[src/ddm_pkg.sv]
// Functional notes
// - window enable is on while retained-power timer or second ignition is on
// - up and down outputs follow the switches only while that gate is on
// - with timer and second ignition both off, up and down stay off
// - auto up from idle/manual down/auto down: down off 40 ms then on
// - auto down from idle/manual up/auto up: up off 40 ms then on
// - driver button: four discrete wires to the window safety unit
// - passenger button manual up and down go out as message bits
// - rear left and rear right manual up and down go out as message bits
// - window lockout state goes out on a wire and in a message bit
// - mirror positions stored and recalled for two persons
// - key lock edge, ignitions off, knob locked within 3 s: central lock
// - panel or received lock command: lock output for 0.5 s
// - panel or received unlock command: unlock output for 0.5 s
// - smart-key unlock: a transmitter button bit with remote-entry unlock bit
// - smart-key unlock: button bit, a front handle bit and passive unlock bit
package ddm_pkg;
   // register byte offsets
   localparam logic [7:0] DDM_CTRL_OFS = 8'h00;
   localparam logic [7:0] DDM_CMD_OFS = 8'h04;
   localparam logic [7:0] DDM_SMK_OFS = 8'h08;
   localparam logic [7:0] DDM_STAT_OFS = 8'h0c;
   localparam logic [7:0] DDM_MIR0_OFS = 8'h10;
   localparam logic [7:0] DDM_MIR1_OFS = 8'h14;
   // control bits
   localparam int DDM_CTRL_TIMER = 0;
   localparam int DDM_CTRL_FIRST_IGNITION_INPUT = 1;
   localparam int DDM_CTRL_SECOND_IGNITION_INPUT = 2;
   localparam logic [2:0] DDM_CTRL_RST = 3'h0;
   // command bits
   localparam int DDM_CMD_LOCK = 0;
   localparam int DDM_CMD_UNLOCK = 1;
   // smart-key frame bits
   localparam int DDM_SMK_TRANSMITTER_BUTTON_ONE = 0;
   localparam int DDM_SMK_TRANSMITTER_BUTTON_TWO = 1;
   localparam int DDM_SMK_RKE = 2;
   localparam int DDM_SMK_FLH = 3;
   localparam int DDM_SMK_FRH = 4;
   localparam int DDM_SMK_PUNL = 5;
   // timing
   localparam int DDM_CLK_KHZ = 20000;
   localparam int DDM_GAP_MS = 40;
   localparam int DDM_ARM_MS = 3000;
   localparam int DDM_DOOR_MS = 500;
   localparam int DDM_GAP_CYC = DDM_GAP_MS * DDM_CLK_KHZ;
   localparam int DDM_ARM_CYC = DDM_ARM_MS * DDM_CLK_KHZ;
   localparam int DDM_DOOR_CYC = DDM_DOOR_MS * DDM_CLK_KHZ;
   localparam int DDM_CW = 26;
   localparam int DDM_PW = 16;

   typedef enum logic [2:0] {
      DDM_ST_IDLE = 3'b000,
      DDM_ST_MUP = 3'b001,
      DDM_ST_MDN = 3'b010,
      DDM_ST_AUP = 3'b011,
      DDM_ST_ADN = 3'b100
   } ddm_win_type;

   typedef struct packed {
      logic drv_man_up;
      logic drv_man_dn;
      logic drv_auto_up;
      logic drv_auto_dn;
      logic pas_up;
      logic pas_dn;
      logic rl_up;
      logic rl_dn;
      logic rr_up;
      logic rr_dn;
      logic lockout;
      logic second_ignition_input;
      logic key_lock;
      logic knob_locked;
      logic panel_lock;
      logic panel_unlock;
      logic mem_store;
      logic mem_slot;
      logic mem_recall;
      logic [DDM_PW-1:0] mirror_pos;
   } ddm_pins_type;

   localparam ddm_pins_type DDM_PINS_RST = '0;
endpackage

[src/ddm_top.sv]
`timescale 1ns/1ps
`default_nettype none
module ddm_top
   import ddm_pkg::*;
#(
   parameter int GAP_CYC = DDM_GAP_CYC,
   parameter int ARM_CYC = DDM_ARM_CYC,
   parameter int DOOR_CYC = DDM_DOOR_CYC
) (
   // clock and reset
   input wire logic pclk,
   input wire logic presetn,
   // apb slave
   input wire logic psel,
   input wire logic penable,
   input wire logic pwrite,
   input wire logic [7:0] paddr,
   input wire logic [31:0] pwdata,
   output logic [31:0] prdata,
   output logic pready,
   output logic pslverr,
   // switch and ignition pins
   input wire ddm_pins_type pins,
   // window motor control
   output logic win_up,
   output logic win_dn,
   output logic win_en,
   // wires to the window safety unit
   output logic safety_man_up,
   output logic safety_man_dn,
   output logic safety_auto_up,
   output logic safety_auto_dn,
   output logic safety_lockout,
   // door lock actuators
   output logic lock_out,
   output logic unlock_out,
   // mirror recall target
   output logic [DDM_PW-1:0] mirror_target
);

   ddm_pins_type pin_s1_q;
   ddm_pins_type pin_q;
   ddm_pins_type prev_q;
   logic [2:0] ctrl_q;
   logic [5:0] smk_q;
   logic pready_q;
   logic pslverr_q;
   logic [31:0] prdata_q;
   logic [31:0] rd_d;
   logic rd_err;
   logic apb_wr;
   logic can_lock;
   logic can_unlock;
   logic smk_wr;
   logic smk_unlock;
   logic gate;
   ddm_win_type st_q;
   ddm_win_type st_d;
   logic [DDM_CW-1:0] gap_q;
   logic [DDM_CW-1:0] gap_d;
   logic win_up_q;
   logic win_dn_q;
   logic win_en_q;
   logic [4:0] safety_q;
   logic key_rise;
   logic ign_off;
   logic [DDM_CW-1:0] arm_q;
   logic key_lock_req;
   logic lock_req;
   logic unlock_req;
   logic [DDM_CW-1:0] lock_cnt_q;
   logic [DDM_CW-1:0] unl_cnt_q;
   logic lock_out_q;
   logic unlock_out_q;
   logic [DDM_PW-1:0] mir_mem [0:1];
   logic [DDM_PW-1:0] mir_tgt_q;

   // two-stage synchroniser for every pin; prev_q feeds edge detection
   always_ff @(posedge pclk or negedge presetn) begin
      if (!presetn) begin
         pin_s1_q <= DDM_PINS_RST;
         pin_q <= DDM_PINS_RST;
         prev_q <= DDM_PINS_RST;
      end else begin
         pin_s1_q <= pins;
         pin_q <= pin_s1_q;
         prev_q <= pin_q;
      end
   end

   // apb: no wait state; pready and all answers come from flops
   // writes and command pulses act only in the access cycle that carries pready
   assign apb_wr = psel & penable & pready_q & pwrite;
   assign can_lock = apb_wr & (paddr == DDM_CMD_OFS) & pwdata[DDM_CMD_LOCK];
   assign can_unlock = apb_wr & (paddr == DDM_CMD_OFS) & pwdata[DDM_CMD_UNLOCK];
   assign smk_wr = apb_wr & (paddr == DDM_SMK_OFS);

   always_comb begin
      rd_d = 32'h0;
      rd_err = 1'b0;
      case (paddr)
         DDM_CTRL_OFS: rd_d = {29'h0, ctrl_q};
         DDM_CMD_OFS: rd_d = 32'h0;
         DDM_SMK_OFS: rd_d = {26'h0, smk_q};
         DDM_STAT_OFS: begin
            rd_d[0] = pin_q.pas_up;
            rd_d[1] = pin_q.pas_dn;
            rd_d[2] = pin_q.rl_up;
            rd_d[3] = pin_q.rl_dn;
            rd_d[4] = pin_q.rr_up;
            rd_d[5] = pin_q.rr_dn;
            rd_d[6] = pin_q.lockout;
            rd_d[7] = win_up_q;
            rd_d[8] = win_dn_q;
            rd_d[9] = win_en_q;
            rd_d[10] = lock_out_q;
            rd_d[11] = unlock_out_q;
            rd_d[12] = (arm_q != '0);
         end
         DDM_MIR0_OFS: rd_d = {16'h0, mir_mem[0]};
         DDM_MIR1_OFS: rd_d = {16'h0, mir_mem[1]};
         default: rd_err = 1'b1;
      endcase
   end

   // prdata clears when idle so a stale read never looks valid on the bus
   always_ff @(posedge pclk or negedge presetn) begin
      if (!presetn) begin
         pready_q <= 1'b0;
         pslverr_q <= 1'b0;
         prdata_q <= 32'h0;
      end else begin
         pready_q <= psel & ~penable;
         pslverr_q <= psel & ~penable & rd_err;
         if (psel & ~penable & ~pwrite) begin
            prdata_q <= rd_d;
         end else if (!psel) begin
            prdata_q <= 32'h0;
         end
      end
   end

   always_ff @(posedge pclk or negedge presetn) begin
      if (!presetn) begin
         ctrl_q <= DDM_CTRL_RST;
      end else if (apb_wr && paddr == DDM_CTRL_OFS) begin
         ctrl_q <= pwdata[2:0];
      end
   end

   always_ff @(posedge pclk or negedge presetn) begin
      if (!presetn) begin
         smk_q <= 6'h0;
      end else if (smk_wr) begin
         smk_q <= pwdata[5:0];
      end
   end

   // smart-key frame is judged on the write itself, not on the stored copy
   assign smk_unlock = smk_wr & (pwdata[DDM_SMK_TRANSMITTER_BUTTON_ONE] | pwdata[DDM_SMK_TRANSMITTER_BUTTON_TWO]) &
      (pwdata[DDM_SMK_RKE] |
       ((pwdata[DDM_SMK_FLH] | pwdata[DDM_SMK_FRH]) & pwdata[DDM_SMK_PUNL]));

   // window control
   assign gate = ctrl_q[DDM_CTRL_TIMER] | pin_q.second_ignition_input;

   // auto buttons take priority over manual ones when several are pressed
   always_comb begin
      st_d = DDM_ST_IDLE;
      if (!gate) begin
         st_d = DDM_ST_IDLE;
      end else if (pin_q.drv_auto_up) begin
         st_d = DDM_ST_AUP;
      end else if (pin_q.drv_auto_dn) begin
         st_d = DDM_ST_ADN;
      end else if (pin_q.drv_man_up) begin
         st_d = DDM_ST_MUP;
      end else if (pin_q.drv_man_dn) begin
         st_d = DDM_ST_MDN;
      end
   end

   // entering auto from idle or the other direction holds the second output off
   // for the gap; from the matching manual state the motor is already moving
   always_comb begin
      gap_d = '0;
      if (st_d == DDM_ST_AUP && st_q != DDM_ST_AUP && st_q != DDM_ST_MUP) begin
         gap_d = DDM_CW'(GAP_CYC);
      end else if (st_d == DDM_ST_ADN && st_q != DDM_ST_ADN && st_q != DDM_ST_MDN) begin
         gap_d = DDM_CW'(GAP_CYC);
      end else if (st_d == st_q && gap_q != '0) begin
         gap_d = gap_q - 1'b1;
      end
   end

   // gate off forces idle, so a later auto request always starts a fresh gap
   always_ff @(posedge pclk or negedge presetn) begin
      if (!presetn) begin
         st_q <= DDM_ST_IDLE;
         gap_q <= '0;
      end else begin
         st_q <= st_d;
         gap_q <= gap_d;
      end
   end

   always_ff @(posedge pclk or negedge presetn) begin
      if (!presetn) begin
         win_up_q <= 1'b0;
         win_dn_q <= 1'b0;
         win_en_q <= 1'b0;
      end else begin
         win_en_q <= gate;
         case (st_d)
            DDM_ST_IDLE: begin
               win_up_q <= 1'b0;
               win_dn_q <= 1'b0;
            end
            DDM_ST_MUP: begin
               win_up_q <= 1'b1;
               win_dn_q <= 1'b0;
            end
            DDM_ST_MDN: begin
               win_up_q <= 1'b0;
               win_dn_q <= 1'b1;
            end
            DDM_ST_AUP: begin
               win_up_q <= 1'b1;
               win_dn_q <= (gap_d == '0);
            end
            DDM_ST_ADN: begin
               win_up_q <= (gap_d == '0);
               win_dn_q <= 1'b1;
            end
            default: begin
               win_up_q <= 1'b0;
               win_dn_q <= 1'b0;
            end
         endcase
      end
   end

   // safety unit wires follow the driver button and lockout switch directly
   always_ff @(posedge pclk or negedge presetn) begin
      if (!presetn) begin
         safety_q <= 5'h0;
      end else begin
         safety_q <= {pin_q.lockout, pin_q.drv_auto_dn, pin_q.drv_auto_up,
            pin_q.drv_man_dn, pin_q.drv_man_up};
      end
   end

   // central lock from the key: the knob may follow within the arm window
   assign key_rise = pin_q.key_lock & ~prev_q.key_lock;
   assign ign_off = ~ctrl_q[DDM_CTRL_FIRST_IGNITION_INPUT] & ~ctrl_q[DDM_CTRL_SECOND_IGNITION_INPUT] & ~pin_q.second_ignition_input;
   assign key_lock_req = ign_off & pin_q.knob_locked &
      (key_rise | (arm_q != '0));

   // ignition on or a locked knob ends arming, so one key edge locks once only
   always_ff @(posedge pclk or negedge presetn) begin
      if (!presetn) begin
         arm_q <= '0;
      end else if (key_rise && ign_off && !pin_q.knob_locked) begin
         arm_q <= DDM_CW'(ARM_CYC);
      end else if (!ign_off || pin_q.knob_locked) begin
         arm_q <= '0;
      end else if (arm_q != '0) begin
         arm_q <= arm_q - 1'b1;
      end
   end

   assign lock_req = key_lock_req | can_lock |
      (pin_q.panel_lock & ~prev_q.panel_lock);
   assign unlock_req = can_unlock | smk_unlock |
      (pin_q.panel_unlock & ~prev_q.panel_unlock);

   // unlock wins a tie and cuts a running lock: never fight the actuator
   always_ff @(posedge pclk or negedge presetn) begin
      if (!presetn) begin
         lock_cnt_q <= '0;
         unl_cnt_q <= '0;
      end else if (unlock_req) begin
         unl_cnt_q <= DDM_CW'(DOOR_CYC);
         lock_cnt_q <= '0;
      end else if (lock_req) begin
         lock_cnt_q <= DDM_CW'(DOOR_CYC);
         unl_cnt_q <= '0;
      end else begin
         if (lock_cnt_q != '0) begin
            lock_cnt_q <= lock_cnt_q - 1'b1;
         end
         if (unl_cnt_q != '0) begin
            unl_cnt_q <= unl_cnt_q - 1'b1;
         end
      end
   end

   // outputs are masked by the opposite request so a new command never overlaps
   always_ff @(posedge pclk or negedge presetn) begin
      if (!presetn) begin
         lock_out_q <= 1'b0;
         unlock_out_q <= 1'b0;
      end else begin
         lock_out_q <= (lock_cnt_q != '0) & ~unlock_req;
         unlock_out_q <= (unl_cnt_q != '0) & ~lock_req | unlock_req;
      end
   end

   // mirror memory, one slot per person
   // store and recall act on rising edges so a held switch never rewrites a slot
   always_ff @(posedge pclk or negedge presetn) begin
      if (!presetn) begin
         mir_mem[0] <= '0;
         mir_mem[1] <= '0;
      end else if (pin_q.mem_store && !prev_q.mem_store) begin
         mir_mem[pin_q.mem_slot] <= pin_q.mirror_pos;
      end
   end

   // the target holds until the next recall; the mirror drive owns the approach
   always_ff @(posedge pclk or negedge presetn) begin
      if (!presetn) begin
         mir_tgt_q <= '0;
      end else if (pin_q.mem_recall && !prev_q.mem_recall) begin
         mir_tgt_q <= mir_mem[pin_q.mem_slot];
      end
   end

   // every output below is a plain copy of a flop, no logic after the register
   assign prdata = prdata_q;
   assign pready = pready_q;
   assign pslverr = pslverr_q;
   assign win_up = win_up_q;
   assign win_dn = win_dn_q;
   assign win_en = win_en_q;
   assign safety_man_up = safety_q[0];
   assign safety_man_dn = safety_q[1];
   assign safety_auto_up = safety_q[2];
   assign safety_auto_dn = safety_q[3];
   assign safety_lockout = safety_q[4];
   assign lock_out = lock_out_q;
   assign unlock_out = unlock_out_q;
   assign mirror_target = mir_tgt_q;

endmodule
`default_nettype wire

[config.mk]
export PLATFORM = sky130hd
export DESIGN_NAME = ddm_top
export DESIGN_NICKNAME = d
export VERILOG_FILES = /design/src/ddm_pkg.sv /design/src/ddm_top.sv
export SDC_FILE = /design/constraint.sdc
export NUM_CORES = 1
export LEC_CHECK = 0
export BUFFER_PORTS_ARGS = -buffer_cell sky130_fd_sc_hd__buf_2
export CAP_MARGIN = 20
export CORE_ASPECT_RATIO = 0.8
export CORE_UTILIZATION = 52
export DETAILED_ROUTE_END_ITERATION = 8
export PLACE_DENSITY = 0.86
export SLEW_MARGIN = 10
export SYNTH_ARGS = -nofsm -noshare
export SYNTH_HDL_FRONTEND = slang
export SYNTH_SLANG_ARGS = --single-unit
[constraint.sdc]
create_clock -name pclk -period 2.1 [get_ports pclk]
set_input_delay 0.42 -clock pclk [delete_from_list [all_inputs] [get_ports pclk]]
set_output_delay 0.42 -clock pclk [all_outputs]
set_load 0.005 [all_outputs]
==> impl_metrics.py <==
metrics = {
    "status": {
        "status": "finished with violations",
        "violations": "DRC, setup timing",
    },
    "clock_tree": {
        "cts_tree": "done",
        "cts.reportedPaths.clkPinSlew_ps": 70,
        "cts_sinks": 267,
        "cts-root-buf": "clkbuf_16",
        "cts_made_buffers": 27,
        "htree_num_levels": 1,
        "clk_path_buf_depth": 3,
        "clk_latency_ps": 580,
    },
    "place": {
        "pre_cts_ws_ps": -338,
        "io_buffers": 97,
        "placed_cells": 1507,
        "dpl.hpwl_um": 19300,
        "routabilityCongestion": 0.903,
    },
    "setup_path": {
        "path_class": "reg -> reg",
        "critPathArrivalTime_ps": 3180,
        "start_kind": "register",
        "cp_max_fo": 2,
        "endpoint_kind": "register",
        "critPathRequiredTime_ps": 2570,
    },
    "timing": {
        "fmax_ghz": 0.370,
        "grt_setup_unrepaired": "true",
        "setup_ws_ps": -604,
        "setup-tns-final_ps": -32280,
        "finClkSkew_ps": 17.1,
        "min_period_ps": 2700,
        "relSlewSlack_pct": 57.9,
        "fin_crit_sh_pct": 129,
        "worstMarginPinSlew_ps": 629,
        "maxSlewViolCount": 0,
        "finalHoldViolations": 0,
        "setup_viol_count_final": 108,
    },
    "synth": {
        "synthFlopType": "dfrtp_1",
        "yosys_warnings": 0,
        "ys_types": 66,
        "yosysSeqAreaShare_pct": 58.5,
        "synth_area_per_cell_um2": 11.3,
        "synth_enable_flop_cells": 0,
        "async_reset_ff_share_pct": 100,
        "synthCells": 1007,
        "syn_area_um2": 11400,
        "ys_ff_latch": 267,
    },
    "layout": {
        "final_nets": 1442,
        "synthToLayoutAreaGrowth_pct": 45.5,
        "stdcell_count": 1655,
        "drive_gt1_share_pct": 44.6,
    },
    "detailed_routing": {
        "wl_per_cell_um": 29.4,
        "vias": 11300,
        "first_pass_iters": 9,
        "drt_iter0_markers": 1739,
        "totalWireLength_um": 48700,
        "drc": 1,
        "postRouteAntennaNets": 0,
        "drt-vias-per-instance": 6.86,
    },
    "die": {
        "fp-row-count": 48,
        "fp.dieW_um": 168,
        "die_area_um2": 22500,
        "ioPinCount": 140,
        "core_area_um2": 21600,
        "fp.dieH_um": 135,
        "start_util_pct": 52.9,
    },
    "run": {
        "cap_violations": 0,
    },
    "grt": {
        "antenna_found_initial": 5,
        "grt-ovfl-total": 0,
        "grt_pass1_vias": 10800,
        "grt.total_usage_pct": 34.4,
        "grt_pass1_wl_um": 60000,
        "grt_max_degree": 68,
    },
    "power_and_ir_drop": {
        "peakVddDrop_mv": 0.664,
        "p_leak_nw": 7.50,
        "power.total_mw": 19.4,
        "p_per_area_nw_per_um2": 1170,
    },
    "hold_path": {
        "min_path_type": "in -> reg",
    },
}
-- critical path, cell delays in order (launching register included) --
cell	delay, ps
dfrtp_1	390
or4_1	590
nor4_2	190
buf_4	160
nand2b_1	150
nor3_2	280
xnor2_1	210
nand4_1	320
o31ai_2	330
-- layer usage --
metal | global-route usage [%] | share of wire [%] | up-vias
met5 | 0 | 0.074 | -
met1 | 40.4 | 32 | 5434
met3 | 7.74 | 12 | 476
li1 | - | - | 4210
met4 | 21.8 | 10 | 6
met2 | 57.7 | 45 | 1220
-- cell type report --
cell class              instances  area, µm²
fillers                       974       4950
multi-input cells             691       5740
repair buffers                354       2800
inverters                      17       63.8
flip-flops and latches        267       6680
clock buffers                  37        783
diodes                          1       2.50
clock inverters                13        193
well taps                     275        344
-- Yosys cell counts, drive strengths merged, types with 6 or more instances --
master / instances / area [µm²]
nor3b: 6 / 45.0
or4: 21 / 173
a21oi: 38 / 190
xnor2: 43 / 377
nand2b: 13 / 81.3
nand3: 16 / 85.1
a222oi: 13 / 130
nor4: 22 / 156
o21ai: 48 / 240
buf: 28 / 196
clkbuf: 26 / 97.6
mux2: 41 / 462
nand2: 96 / 378
nor3: 31 / 160
or3: 13 / 81.3
nand3b: 10 / 75.1
xor2: 41 / 359
dfrtp: 267 / 6680
inv: 17 / 63.8
mux2i: 21 / 210
and3: 8 / 50.1
nor2: 111 / 424
-- cell usage in the layout, fill, tap and decap left out, types with 16 or more instances in the layout --
cell	instances
a21oi_1	25
buf_2	96
buf_4	176
buf_6	31
clkbuf_16	28
conb_1	16
dfrtp_1	266
dlygate4sd3_1	35
mux2_2	41
mux2i_1	21
nand2_1	74
nor2_1	70
nor2_2	19
nor2_4	22
nor3_1	21
o21ai_0	33
or4_4	17
xnor2_1	34
xor2_1	27
-- power by group --
group	switching [mW]	internal [mW]	leakage (nW)	total, mW
clock	2.32	3.14	0.483	5.46
combinational	4.17	3.31	3.66	7.47
sequential	0.718	5.78	3.36	6.50
total	7.20	12.2	7.50	19.4
-- sequential cells by signal (all words and copies together), names as in the netlist, 3 cells and up --
| name | count |
|---|---|
| pin_q | 35 |
| pin_s1_q | 35 |
| mir_mem | 32 |
| arm_q | 26 |
| gap_q | 26 |
| lock_cnt_q | 26 |
| unl_cnt_q | 26 |
| mirror_target | 16 |
| prdata | 16 |
| smk_q | 6 |
| prev_q | 5 |
| safety_q | 5 |
| ctrl_q | 3 |
| st_q | 3 |
-- metrics by stage --
step	hold slack, ps	area, µm²	util, %
after floorplan	124	11700	-
after global placement	320	13500	62.5
after detailed placement	325	13500	62.5
after CTS	0.610	15600	72.4
after global routing	-2.44	16600	77.0
final	14.3	16600	77.0
-- cells by family (layout without fill, tap and decap cells) --
logic type                 after synthesis  count (layout)  share of synthesized area [%]
and+or+nand+nor                        379             386                           17.5
DFF                                    267             267                           58.5
AOI/OAI and AO/OA                      139             139                           8.05
xor gates and xnor gates                84              84                           6.45
buffers and inverters                   71             421                           3.14
muxes                                   62              62                           5.89
adders and majority gates                4               4                          0.439
other                                    1              17                         0.0329
-- timing repair --
action,in CTS,in global routing
setup endpoints to repair,90,96
hold buffers,32,3
buffers inserted,27,28
cloned,7,3
hold endpoints to repair,67,3
pin swaps,64,63
gates resized for setup,130,144
-- worst paths after layout --
check	slack, ps	start	endpoint	cells after the start
hold / removal	10	pins[0]	pin_s1_q[0]	1
max in group asynchronous	1010	presetn	prdata[2]	3
setup reg to reg	-600	gap_q[21]	win_dn	8
setup / recovery	-600	gap_q[21]	win_dn	8
min in group asynchronous	330	presetn	mir_mem[25]	2
hold reg to reg	350	pin_s1_q[24]	pin_q[24]	0
Note: power is estimated with default switching activity, not from simulation.
